`src/cfgf_cfg.svh`:
```
/*
 Constants of the compressed frame gap formatter: register offsets,
 field positions and reset values. Assumes a 32-bit APB with byte addresses.
*/
// Function
// no data in slots first through last gap; type A still sends Data1 of the first slot
// compression periodic or on demand, never fixed
// raise transmit gain per reduction method
// type A silent TFCI first to Data2 last
// type B silent Data2 first to Data2 last
// type B sends dummy TFCI, Data1 first slot
// both ends use only TPC of first slot
// type B only where gap still fits
// both methods downlink, uplink spreading only
// spreading method halves spreading factor
// reject idle portion above seven slots
// puncturing makes gap within one frame
// unused punctured data positions sent as DTX
// punctured frame keeps normal field widths
// no TFCI used means DTX in TFCI
// no puncturing with TFCI at SF 512
// first gap slot not above last slot
// latch settings at frame boundary only
`ifndef CFGF_CFG_SVH
`define CFGF_CFG_SVH
// Register byte offsets.
`define CFGF_A_CTRL   8'h00
`define CFGF_A_GAP    8'h04
`define CFGF_A_FLD0   8'h08
`define CFGF_A_FLD1   8'h0C
`define CFGF_A_GAIN   8'h10
`define CFGF_A_QUOTA  8'h14
`define CFGF_A_STAT   8'h18
// Control bits.
`define CFGF_C_EN     0
`define CFGF_C_PER    1
`define CFGF_C_ONCE   2
`define CFGF_C_TYPB   3
`define CFGF_C_MSF    4
`define CFGF_C_UPL    5
`define CFGF_C_TFON   6
`define CFGF_C_SF512  7
`define CFGF_C_W      7:0
// Field positions.
`define CFGF_G_FIRST  3:0
`define CFGF_G_LAST   11:8
`define CFGF_F_D1     9:0
`define CFGF_F_D2     25:16
`define CFGF_F_TFCI   3:0
`define CFGF_F_TPC    11:8
`define CFGF_F_PIL    20:16
`define CFGF_GN_NORM  7:0
`define CFGF_GN_PUNC  15:8
`define CFGF_GN_SF    23:16
`define CFGF_GN_W     23:0
`define CFGF_Q_W      13:0
`define CFGF_S_SLOT   3:0
`define CFGF_S_ACT    8
`define CFGF_S_REJ    16
`define CFGF_S_UND    17
// Frame figures and reset values.
`define CFGF_LAST_SLOT 4'hE
`define CFGF_MAX_IDLE  4'h7
`define CFGF_RST_TPC   4'h2
`define CFGF_RST_PIL   5'h02
`define CFGF_DUMMY     2'h0
`define CFGF_NOSYM     2'h0
`endif

```
`src/cfgf_pkg.sv`:
```
/*
 Types of the compressed frame gap formatter.
 Assumes the constants header is included by the design files.
*/
package cfgf_pkg;
   // Slot fields in transmission order.
   typedef enum logic [2:0] {F_DATA1, F_TPC, F_TFCI, F_DATA2, F_PILOT} cfgf_fld_type;
endpackage : cfgf_pkg

```
`src/cfgf_fifo.sv`:
```
/*
 Small symbol FIFO with valid and ready on both sides.
 Assumes D is a power of two and one clock for both sides.
*/
`timescale 1ns/10ps
module cfgf_fifo #(
   parameter int W = 2,
   parameter int D = 4
) (
   // Clock and reset.
   input  wire logic         clk,
   input  wire logic         rst_n,
   // Filling side.
   input  wire logic         in_valid,
   input  wire logic [W-1:0] in_data,
   output logic              in_ready,
   // Draining side.
   output logic              out_valid,
   output logic [W-1:0]      out_data,
   input  wire logic         out_ready
);
   localparam int AW = $clog2(D);
   localparam logic [AW:0] FULL = (AW+1)'(D);

   typedef struct packed {
      logic [D-1:0][W-1:0] mem;
      logic [AW-1:0]       wp;
      logic [AW-1:0]       rp;
      logic [AW:0]         cnt;
      logic                rdy;
      logic                vld;
   } cfgf_fifo_state_type;

   cfgf_fifo_state_type s;
   cfgf_fifo_state_type next_s;
   logic                push;
   logic                pop;

   // Pointer and count update; flags are registered so ready stalls honestly.
   always_comb begin
      next_s = s;
      push = in_valid & s.rdy;
      pop = out_ready & s.vld;
      if (push) begin
         next_s.mem[s.wp] = in_data;
         next_s.wp = s.wp + 1'b1;
      end
      if (pop) begin
         next_s.rp = s.rp + 1'b1;
      end
      next_s.cnt = s.cnt + {{AW{1'b0}}, push} - {{AW{1'b0}}, pop};
      next_s.rdy = (next_s.cnt != FULL);
      next_s.vld = (next_s.cnt != '0);
   end

   // State register.
   always_ff @(posedge clk or negedge rst_n) begin
      if (!rst_n) begin
         s <= '0;
         s.rdy <= 1'b1;
      end else begin
         s <= next_s;
      end
   end

   assign in_ready = s.rdy;
   assign out_valid = s.vld;
   assign out_data = s.mem[s.rp];
endmodule : cfgf_fifo

```
`src/cfgf_top.sv`:
```
/*
 Slot formatter for compressed downlink and uplink frames: opens the
 transmission gap, gates the slot fields by structure type, applies the
 reduction method, fills unused data positions with DTX and raises gain.
 Assumes sym_tick marks each symbol and frame_start comes with the tick
 of slot 0, first symbol. Registers are reached over APB.
*/
// Chosen here: the register offsets and the APB slave port.
`timescale 1ns/10ps
`include "cfgf_cfg.svh"
module cfgf_top
   import cfgf_pkg::*;
(
   // Clock and reset.
   input  wire logic   pclk,
   input  wire logic   presetn,
   // APB slave.
   input  wire logic        psel,
   input  wire logic        penable,
   input  wire logic        pwrite,
   input  wire logic [7:0]  paddr,
   input  wire logic [31:0] pwdata,
   output logic [31:0]      prdata,
   output logic             pready,
   output logic             pslverr,
   // Symbol timing.
   input  wire logic        frame_start,
   input  wire logic        sym_tick,
   // Data symbols in.
   input  wire logic        in_valid,
   input  wire logic [1:0]  in_data,
   output logic             in_ready,
   // Control field symbols (TPC, TFCI, pilot).
   input  wire logic [1:0]  ctl_sym,
   // Formatted symbol out.
   output logic             tx_valid,
   output logic [1:0]       tx_sym,
   output cfgf_fld_type     tx_fld,
   output logic [3:0]       tx_slot,
   output logic             tx_on,
   output logic             tx_dtx,
   output logic             tx_dummy,
   // Frame levels.
   output logic [7:0]       tx_gain,
   output logic             sf_half,
   output logic             cmp_active
);
   typedef struct packed {
      logic [7:0]   ctrl;
      logic [3:0]   gf_r;
      logic [3:0]   gl_r;
      logic [9:0]   n_d1;
      logic [9:0]   n_d2;
      logic [3:0]   n_tfci;
      logic [3:0]   n_tpc;
      logic [4:0]   n_pil;
      logic [23:0]  gain;
      logic [13:0]  quota;
      logic         rej;
      logic         und;
      logic         cmp;
      logic         typ_b;
      logic         msf;
      logic         tfon;
      logic [3:0]   gf;
      logic [3:0]   gl;
      logic [13:0]  left;
      logic [3:0]   slot;
      cfgf_fld_type fld;
      logic [9:0]   pos;
      logic         pready;
      logic         pslverr;
      logic [31:0]  prdata;
      logic         tx_valid;
      logic [1:0]   tx_sym;
      cfgf_fld_type tx_fld;
      logic [3:0]   tx_slot;
      logic         tx_on;
      logic         tx_dtx;
      logic         tx_dummy;
      logic [7:0]   tx_gain;
      logic         sf_half;
   } cfgf_state_type;

   cfgf_state_type s;
   cfgf_state_type next_s;
   logic           f_vld;
   logic [1:0]     f_data;
   logic           f_pop;
   logic           req;
   logic           ok;
   logic [3:0]     cs;
   cfgf_fld_type   cf;
   logic [9:0]     cp;
   logic [9:0]     wid;
   logic           off;
   logic           dum;

   ////////////////////////////////////////////////////////////////////////
   // Four-word buffer in the data path; its ready stalls the source.
   cfgf_fifo #(
      .W (2),
      .D (4)
   ) u_fifo (
      .clk       (pclk),
      .rst_n     (presetn),
      .in_valid  (in_valid),
      .in_data   (in_data),
      .in_ready  (in_ready),
      .out_valid (f_vld),
      .out_data  (f_data),
      .out_ready (f_pop)
   );

   // Width of a slot field in symbols.
   function automatic logic [9:0] fwid(input cfgf_fld_type f, input cfgf_state_type t);
      logic [9:0] w;
      w = '0;
      case (f)
         F_DATA1: w = t.n_d1;
         F_TPC:   w = {6'h00, t.n_tpc};
         F_TFCI:  w = {6'h00, t.n_tfci};
         F_DATA2: w = t.n_d2;
         F_PILOT: w = {5'h00, t.n_pil};
         default: w = '0;
      endcase
      return w;
   endfunction : fwid

   ////////////////////////////////////////////////////////////////////////
   // Bus access, frame latch, symbol formatting and slot walk.
   always_comb begin
      next_s = s;
      next_s.pready = 1'b0;
      next_s.tx_valid = 1'b0;
      f_pop = 1'b0;
      cs = s.slot;
      cf = s.fld;
      cp = s.pos;
      off = 1'b0;
      dum = 1'b0;
      wid = '0;
      req = 1'b0;
      ok = 1'b0;
      // Register writes and reads; one wait state per access.
      if (psel && penable && !s.pready) begin
         next_s.pready = 1'b1;
         next_s.pslverr = 1'b0;
         next_s.prdata = '0;
         case (paddr)
            `CFGF_A_CTRL: begin
               if (pwrite) next_s.ctrl = pwdata[`CFGF_C_W];
               next_s.prdata[`CFGF_C_W] = s.ctrl;
            end
            `CFGF_A_GAP: begin
               if (pwrite) begin
                  next_s.gf_r = pwdata[`CFGF_G_FIRST];
                  next_s.gl_r = pwdata[`CFGF_G_LAST];
               end
               next_s.prdata[`CFGF_G_FIRST] = s.gf_r;
               next_s.prdata[`CFGF_G_LAST] = s.gl_r;
            end
            `CFGF_A_FLD0: begin
               if (pwrite) begin
                  next_s.n_d1 = pwdata[`CFGF_F_D1];
                  next_s.n_d2 = pwdata[`CFGF_F_D2];
               end
               next_s.prdata[`CFGF_F_D1] = s.n_d1;
               next_s.prdata[`CFGF_F_D2] = s.n_d2;
            end
            `CFGF_A_FLD1: begin
               if (pwrite) begin
                  next_s.n_tfci = pwdata[`CFGF_F_TFCI];
                  next_s.n_tpc = pwdata[`CFGF_F_TPC];
                  next_s.n_pil = pwdata[`CFGF_F_PIL];
               end
               next_s.prdata[`CFGF_F_TFCI] = s.n_tfci;
               next_s.prdata[`CFGF_F_TPC] = s.n_tpc;
               next_s.prdata[`CFGF_F_PIL] = s.n_pil;
            end
            `CFGF_A_GAIN: begin
               if (pwrite) next_s.gain = pwdata[`CFGF_GN_W];
               next_s.prdata[`CFGF_GN_W] = s.gain;
            end
            `CFGF_A_QUOTA: begin
               if (pwrite) next_s.quota = pwdata[`CFGF_Q_W];
               next_s.prdata[`CFGF_Q_W] = s.quota;
            end
            `CFGF_A_STAT: begin
               // Write one to clear; a new event below still wins.
               if (pwrite && pwdata[`CFGF_S_REJ]) next_s.rej = 1'b0;
               if (pwrite && pwdata[`CFGF_S_UND]) next_s.und = 1'b0;
               next_s.prdata[`CFGF_S_SLOT] = s.slot;
               next_s.prdata[`CFGF_S_ACT] = s.cmp;
               next_s.prdata[`CFGF_S_REJ] = s.rej;
               next_s.prdata[`CFGF_S_UND] = s.und;
            end
            default: next_s.pslverr = 1'b1;
         endcase
      end
      // Frame boundary: decide compression and freeze settings.
      if (sym_tick && frame_start) begin
         req = s.ctrl[`CFGF_C_EN] & (s.ctrl[`CFGF_C_PER] | s.ctrl[`CFGF_C_ONCE]);
         ok = (s.gf_r <= s.gl_r) && (s.gl_r <= `CFGF_LAST_SLOT);
         ok = ok && ((s.gl_r - s.gf_r) < `CFGF_MAX_IDLE);
         if (s.ctrl[`CFGF_C_UPL] && !s.ctrl[`CFGF_C_MSF]) ok = 1'b0;
         if (s.ctrl[`CFGF_C_UPL] && s.ctrl[`CFGF_C_TYPB]) ok = 1'b0;
         if (!s.ctrl[`CFGF_C_MSF] && s.ctrl[`CFGF_C_SF512] && s.ctrl[`CFGF_C_TFON]) begin
            ok = 1'b0;
         end
         next_s.cmp = req & ok;
         if (req && !ok) next_s.rej = 1'b1;
         if (req) next_s.ctrl[`CFGF_C_ONCE] = 1'b0;
         next_s.gf = s.gf_r;
         next_s.gl = s.gl_r;
         next_s.typ_b = s.ctrl[`CFGF_C_TYPB];
         next_s.msf = s.ctrl[`CFGF_C_MSF];
         next_s.tfon = s.ctrl[`CFGF_C_TFON];
         next_s.left = s.quota;
         cs = '0;
         cf = (s.n_d1 != '0) ? F_DATA1 : F_TPC;
         cp = '0;
      end
      if (sym_tick) begin
         // Gap window: off from the start field of the first slot to Data2 of the last.
         if (next_s.cmp && cs >= next_s.gf && cs <= next_s.gl) begin
            off = 1'b1;
            if (cs == next_s.gf && next_s.typ_b) off = (cf >= F_DATA2);
            if (cs == next_s.gf && !next_s.typ_b) off = (cf >= F_TFCI);
            if (cs == next_s.gl && cf == F_PILOT) off = 1'b0;
            dum = next_s.typ_b && cs == next_s.gf && (cf == F_DATA1 || cf == F_TFCI);
         end
         next_s.tx_valid = 1'b1;
         next_s.tx_fld = cf;
         next_s.tx_slot = cs;
         next_s.tx_on = !off;
         next_s.tx_dummy = dum;
         next_s.tx_dtx = 1'b0;
         next_s.tx_sym = `CFGF_NOSYM;
         if (off || dum) begin
            if (dum) next_s.tx_sym = `CFGF_DUMMY;
         end else if (cf == F_DATA1 || cf == F_DATA2) begin
            if (next_s.cmp && !next_s.msf && next_s.left == '0) begin
               next_s.tx_dtx = 1'b1;
            end else if (f_vld) begin
               f_pop = 1'b1;
               next_s.tx_sym = f_data;
               if (next_s.cmp && !next_s.msf) next_s.left = next_s.left - 1'b1;
            end else begin
               next_s.tx_dtx = 1'b1;
               next_s.und = 1'b1;
            end
         end else if (cf == F_TFCI && next_s.cmp && !next_s.tfon) begin
            next_s.tx_dtx = 1'b1;
         end else begin
            next_s.tx_sym = ctl_sym;
         end
         // Advance to the next symbol, skipping an empty Data1 or TFCI field.
         wid = fwid(cf, s);
         next_s.slot = cs;
         next_s.fld = cf;
         next_s.pos = cp + 1'b1;
         if (next_s.pos >= wid) begin
            next_s.pos = '0;
            case (cf)
               F_DATA1: next_s.fld = F_TPC;
               F_TPC:   next_s.fld = (s.n_tfci != '0) ? F_TFCI : F_DATA2;
               F_TFCI:  next_s.fld = F_DATA2;
               F_DATA2: next_s.fld = F_PILOT;
               F_PILOT: begin
                  next_s.fld = (s.n_d1 != '0) ? F_DATA1 : F_TPC;
                  if (cs == `CFGF_LAST_SLOT) begin
                     next_s.slot = '0;
                     next_s.cmp = 1'b0;
                  end else begin
                     next_s.slot = cs + 1'b1;
                  end
               end
               default: next_s.fld = F_DATA1;
            endcase
         end
      end
      // Gain and spreading follow the frame's latched method.
      next_s.tx_gain = next_s.gain[`CFGF_GN_NORM];
      if (next_s.cmp) next_s.tx_gain = next_s.msf ? next_s.gain[`CFGF_GN_SF]
                                                  : next_s.gain[`CFGF_GN_PUNC];
      next_s.sf_half = next_s.cmp & next_s.msf;
   end

   ////////////////////////////////////////////////////////////////////////
   // State register.
   always_ff @(posedge pclk or negedge presetn) begin
      if (!presetn) begin
         s <= '0;
         s.n_tpc <= `CFGF_RST_TPC;
         s.n_pil <= `CFGF_RST_PIL;
      end else begin
         s <= next_s;
      end
   end

   // Outputs straight from the state register.
   assign prdata = s.prdata;
   assign pready = s.pready;
   assign pslverr = s.pslverr;
   assign tx_valid = s.tx_valid;
   assign tx_sym = s.tx_sym;
   assign tx_fld = s.tx_fld;
   assign tx_slot = s.tx_slot;
   assign tx_on = s.tx_on;
   assign tx_dtx = s.tx_dtx;
   assign tx_dummy = s.tx_dummy;
   assign tx_gain = s.tx_gain;
   assign sf_half = s.sf_half;
   assign cmp_active = s.cmp;
endmodule : cfgf_top

```
`config.mk`:
```
export PLATFORM = sky130hd
export DESIGN_NAME = cfgf_top
export DESIGN_NICKNAME = d
export VERILOG_FILES = /design/src/cfgf_pkg.sv /design/src/cfgf_fifo.sv /design/src/cfgf_top.sv
export VERILOG_INCLUDE_DIRS = /design/src /design/src/src
export SDC_FILE = /design/constraint.sdc
export NUM_CORES = 1
export LEC_CHECK = 0
export ABC_AREA = 1
export BUFFER_PORTS_ARGS = -buffer_cell sky130_fd_sc_hd__buf_2
export CAP_MARGIN = 30
export CORE_MARGIN = 4
export CORE_UTILIZATION = 60
export CTS_CLUSTER_DIAMETER = 80
export DETAILED_ROUTE_END_ITERATION = 7
export GPL_TIMING_DRIVEN = 0
export PLACE_DENSITY = 0.79
export SLEW_MARGIN = 30
export SYNTH_ARGS = -nofsm -noshare
export SYNTH_HDL_FRONTEND = slang
export SYNTH_SLANG_ARGS = --single-unit
export TNS_END_PERCENT = 5
```
`constraint.sdc`:
```
create_clock -name pclk -period 4.4 [get_ports pclk]
set_clock_uncertainty 0.2 [all_clocks]
set_input_delay 0.44 -clock pclk [delete_from_list [all_inputs] [get_ports pclk]]
set_output_delay 0.44 -clock pclk [all_outputs]
set_load 0.02 [all_outputs]
```
==> metrics.txt <==
setup slack on the worst flop-to-flop path 0.22 ns; drt pass-1 iters 8; die width 141 um; Antenna Cells 0; Crit. End Element flop; hold_sp pwdata[14]; clock buffer count from CTS 17; setup TNS 0 ns; Post-Synth XOR/XNOR Area 0.0116; final hold viol count 0; mean cell area of the mapped netlist 7.99 um2; hold depth 3; post-synthesis mux area share 0.00189; slew margin rel. 0.497; Starting Density 0.611; Reg-to-Reg Start s[172]; Area Growth Syn to Fin 13.7%; register area 0.00498 mm2; final setup violation count 0; initial DRC count 1,093; GP Congestion 1.03; Worst setup SP type flop; Min-Delay Path Class in -> reg; WHS Endpoint s[129]; Post-synth ARST share 1.00; Slew @ Worst Pin 0.748 ns; hold_ws 0.0423 ns; core area 0.0173 mm2; Yosys cell types 51; clk root buf clkbuf_16; Multi-input gate area 0.00433 mm2; simple-gate share of the synthesized area 0.207; YS warnings 0; vias after detailed routing 9,573; GRT Total Usage 0.307; pin count of the biggest net entering global routing 83; vias in the first global route 9,045; FF-to-FF End u_fifo.out_valid; min Tclk post-route 4.18 ns; Post-Synth Adder-Cell Area 0.0393; remaining global-route overflow 0; share of cells above drive strength 1 0.161; top-area cell type share of the netlist area 0.464; first-pass GRT wire length 47,800 um; drt drc 0; max-slew violations 0; Syn Inst Count 1,323; dpl hpwl 22,200 um; Critical Path RT 4.53 ns; routed wire length 29,800 um; Seq/Total Area, Yosys 0.472; Synth Cell Area 0.0106 mm2; commonest register cell after synthesis dfrtp_1; Yosys top cell by area dfrtp_1; # IOs 110; status complete, no violations; I/O Buffers 97; synth top area cells dfrtp_1 (46%), nand2_1 (12%), o21ai_0 (7.6%); fillers 1,453; DIE HEIGHT 141 um; initial antenna violation count 0; Setup Fix Bufs, Post-CTS 0; H-tree depth 4; max-cap violations 0; Worst-path clk slew 0.08 ns; CTS tree done; Final ANT Viol Nets 0; leak pwr 0.00630 uW; Crit Path Max Fanout 10; Vias/cell 5.68; Fmax achieved 239 MHz; nets 1,531; main combinational cell family by area after synthesis simple AND/OR/NAND/NOR gates; Reg2Reg Depth 19; Post-synth EDFFs 0; #FFs+latches synth 199; RSZ-0062 raised after global routing yes; CTS Buffer Depth 2; clk_lat worst skew 0.45 ns; critical path class reg -> reg; PwrDens 403 mW/mm2; complex-gate fraction of the synthesized area 0.146; clock sinks 199; WL/cell 17.7 um; Die ar. 0.0198 mm2; crit path DAT 4.31 ns; worst vdd ir 0.352 mV; Tcrit/Tclk final 0.950; FP Rows 48
[area by class of cell]
class | count | share of cell area
Buffer | 89 | 0.0465
Clock buffer | 20 | 0.0380
Clock inverter | 12 | 0.00937
Inverter | 193 | 0.0603
Multi-Input combinational cell | 846 | 0.360
Sequential cell | 199 | 0.415
Tap cell | 225 | 0.0234
Timing Repair Buffer | 101 | 0.0475
[kinds of logic (layout without fill, tap and decap cells)]
| kind of cell | count (synthesis) | count (layout) |
|---|---|---|
| AND/OR/NAND/NOR | 520 | 520 |
| buffers and inverters | 283 | 415 |
| AO/OA/AOI/OAI | 272 | 272 |
| flip-flops | 199 | 199 |
| adder cells (fa/ha/maj) | 32 | 32 |
| XOR/XNOR | 14 | 14 |
| multiplexers | 2 | 2 |
| other | 1 | 6 |
[sequential cells by signal, indices dropped and copies added, names as in the netlist, 2 cells and up]
register / flops
u_fifo.s: 15
tx_gain: 8
prdata: 26
tx_fld: 3
tx_slot: 4
s: 131
tx_sym: 2
[synth_stat cells, types with 5 or more instances]
master,count
a31oi_1,5
nand4_1,12
a221oi_1,11
o21ai_2,5
inv_1,186
dfrtp_1,196
a21oi_1,29
xor2_1,11
clkbuf_1,28
o2111ai_1,7
or2_2,9
nor2_2,5
nand3_1,55
a22oi_1,5
nand2_1,343
ha_1,30
buf_4,49
o21ai_1,18
nor2_1,70
o21ai_0,160
buf_2,7
o22ai_1,12
[metrics by stage]
stage	total power (uW)	setup WS (ns)	util	cells	instance area [um2]
2_1_floorplan	2950	0.539	-	1328	10600
3_3_place_gp	3260	-0.593	0.656	1650	11400
3_5_place_dp	3310	-0.391	0.660	1652	11400
4_1_cts	4830	0.0643	0.695	1686	12000
5_1_grt	5090	-0.0131	0.695	1685	12000
6_report	4840	0.220	0.695	1685	12000
[metal layers]
layer | share of wire | track usage | routed length, um
met3 | 0.092 | 0.0689 | 2740
met1 | 0.41 | 0.422 | 12300
met5 | 0 | 0 | 0
met2 | 0.46 | 0.486 | 13700
met4 | 0.036 | 0.106 | 1090
[where the power goes]
part	leakage [uW]	total, uW	switching (uW)	internal, uW
clock network	0.000279	1540	762	777
logic	0.00339	1180	767	409
registers	0.00263	2120	110	2010
[worst max-delay path, stage by stage, from the launching register on]
cell      delay [ns]
dfrtp_1         0.48
inv_1           0.09
ha_1            0.20
inv_1           0.08
fa_1            0.41
nand3b_1        0.11
nor2_1          0.05
nor2_1          0.14
nand4_1         0.16
nand2_2         0.20
nand3_1         0.21
nand3_1         0.24
nor2_4          0.09
buf_6           0.15
ha_1            0.28
inv_1           0.04
ha_1            0.18
fa_1            0.37
xor2_1          0.19
nand3b_1        0.18
[repair_timing]
| item | CTS | global route |
|---|---|---|
| endpoints found under the setup margin | 0 | 6 |
| hold endpoints to repair | 55 | 0 |
| resized for setup | 0 | 4 |
| hold buffers | 2 | 0 |
[how the worst max path moves through the flow]
stage | slack (ns) | endpoint | cells after the start | start
final | 0.22 | u_fifo.out_valid | 19 | s[172]
after global routing | -0.01 | u_fifo.out_valid | 23 | sym_tick
after floorplan | 0.54 | u_fifo.out_valid | 23 | frame_start
after CTS | 0.06 | u_fifo.out_valid | 23 | sym_tick
after global placement | -0.59 | u_fifo.s[9] | 1 | presetn
after detailed placement | -0.39 | u_fifo.out_valid | 23 | sym_tick
[cell usage in the layout (no fill, tap or decap), types with 4 or more instances in the layout]
master       n
o21ai_1     18
a21oi_1     29
clkbuf_1    27
nand4_1     12
nor2_2       6
inv_1      185
conb_1       6
o31ai_1      4
buf_2      103
o21ai_0    160
xor2_1      11
buf_6        4
inv_6        4
o22ai_1     12
clkbuf_16   17
o2111ai_1    7
nor3_1       4
ha_1        30
a22oi_1      5
inv_2        5
nand3_1     55
a22o_1       4
nor2_1      69
a221oi_1    11
o21ai_2      5
dfrtp_1    196
a31oi_1      5
nor3_2       4
nand2_2      4
buf_4       49
nand2_1    343
or2_2        9
Note: power is estimated with default switching activity, not from simulation.
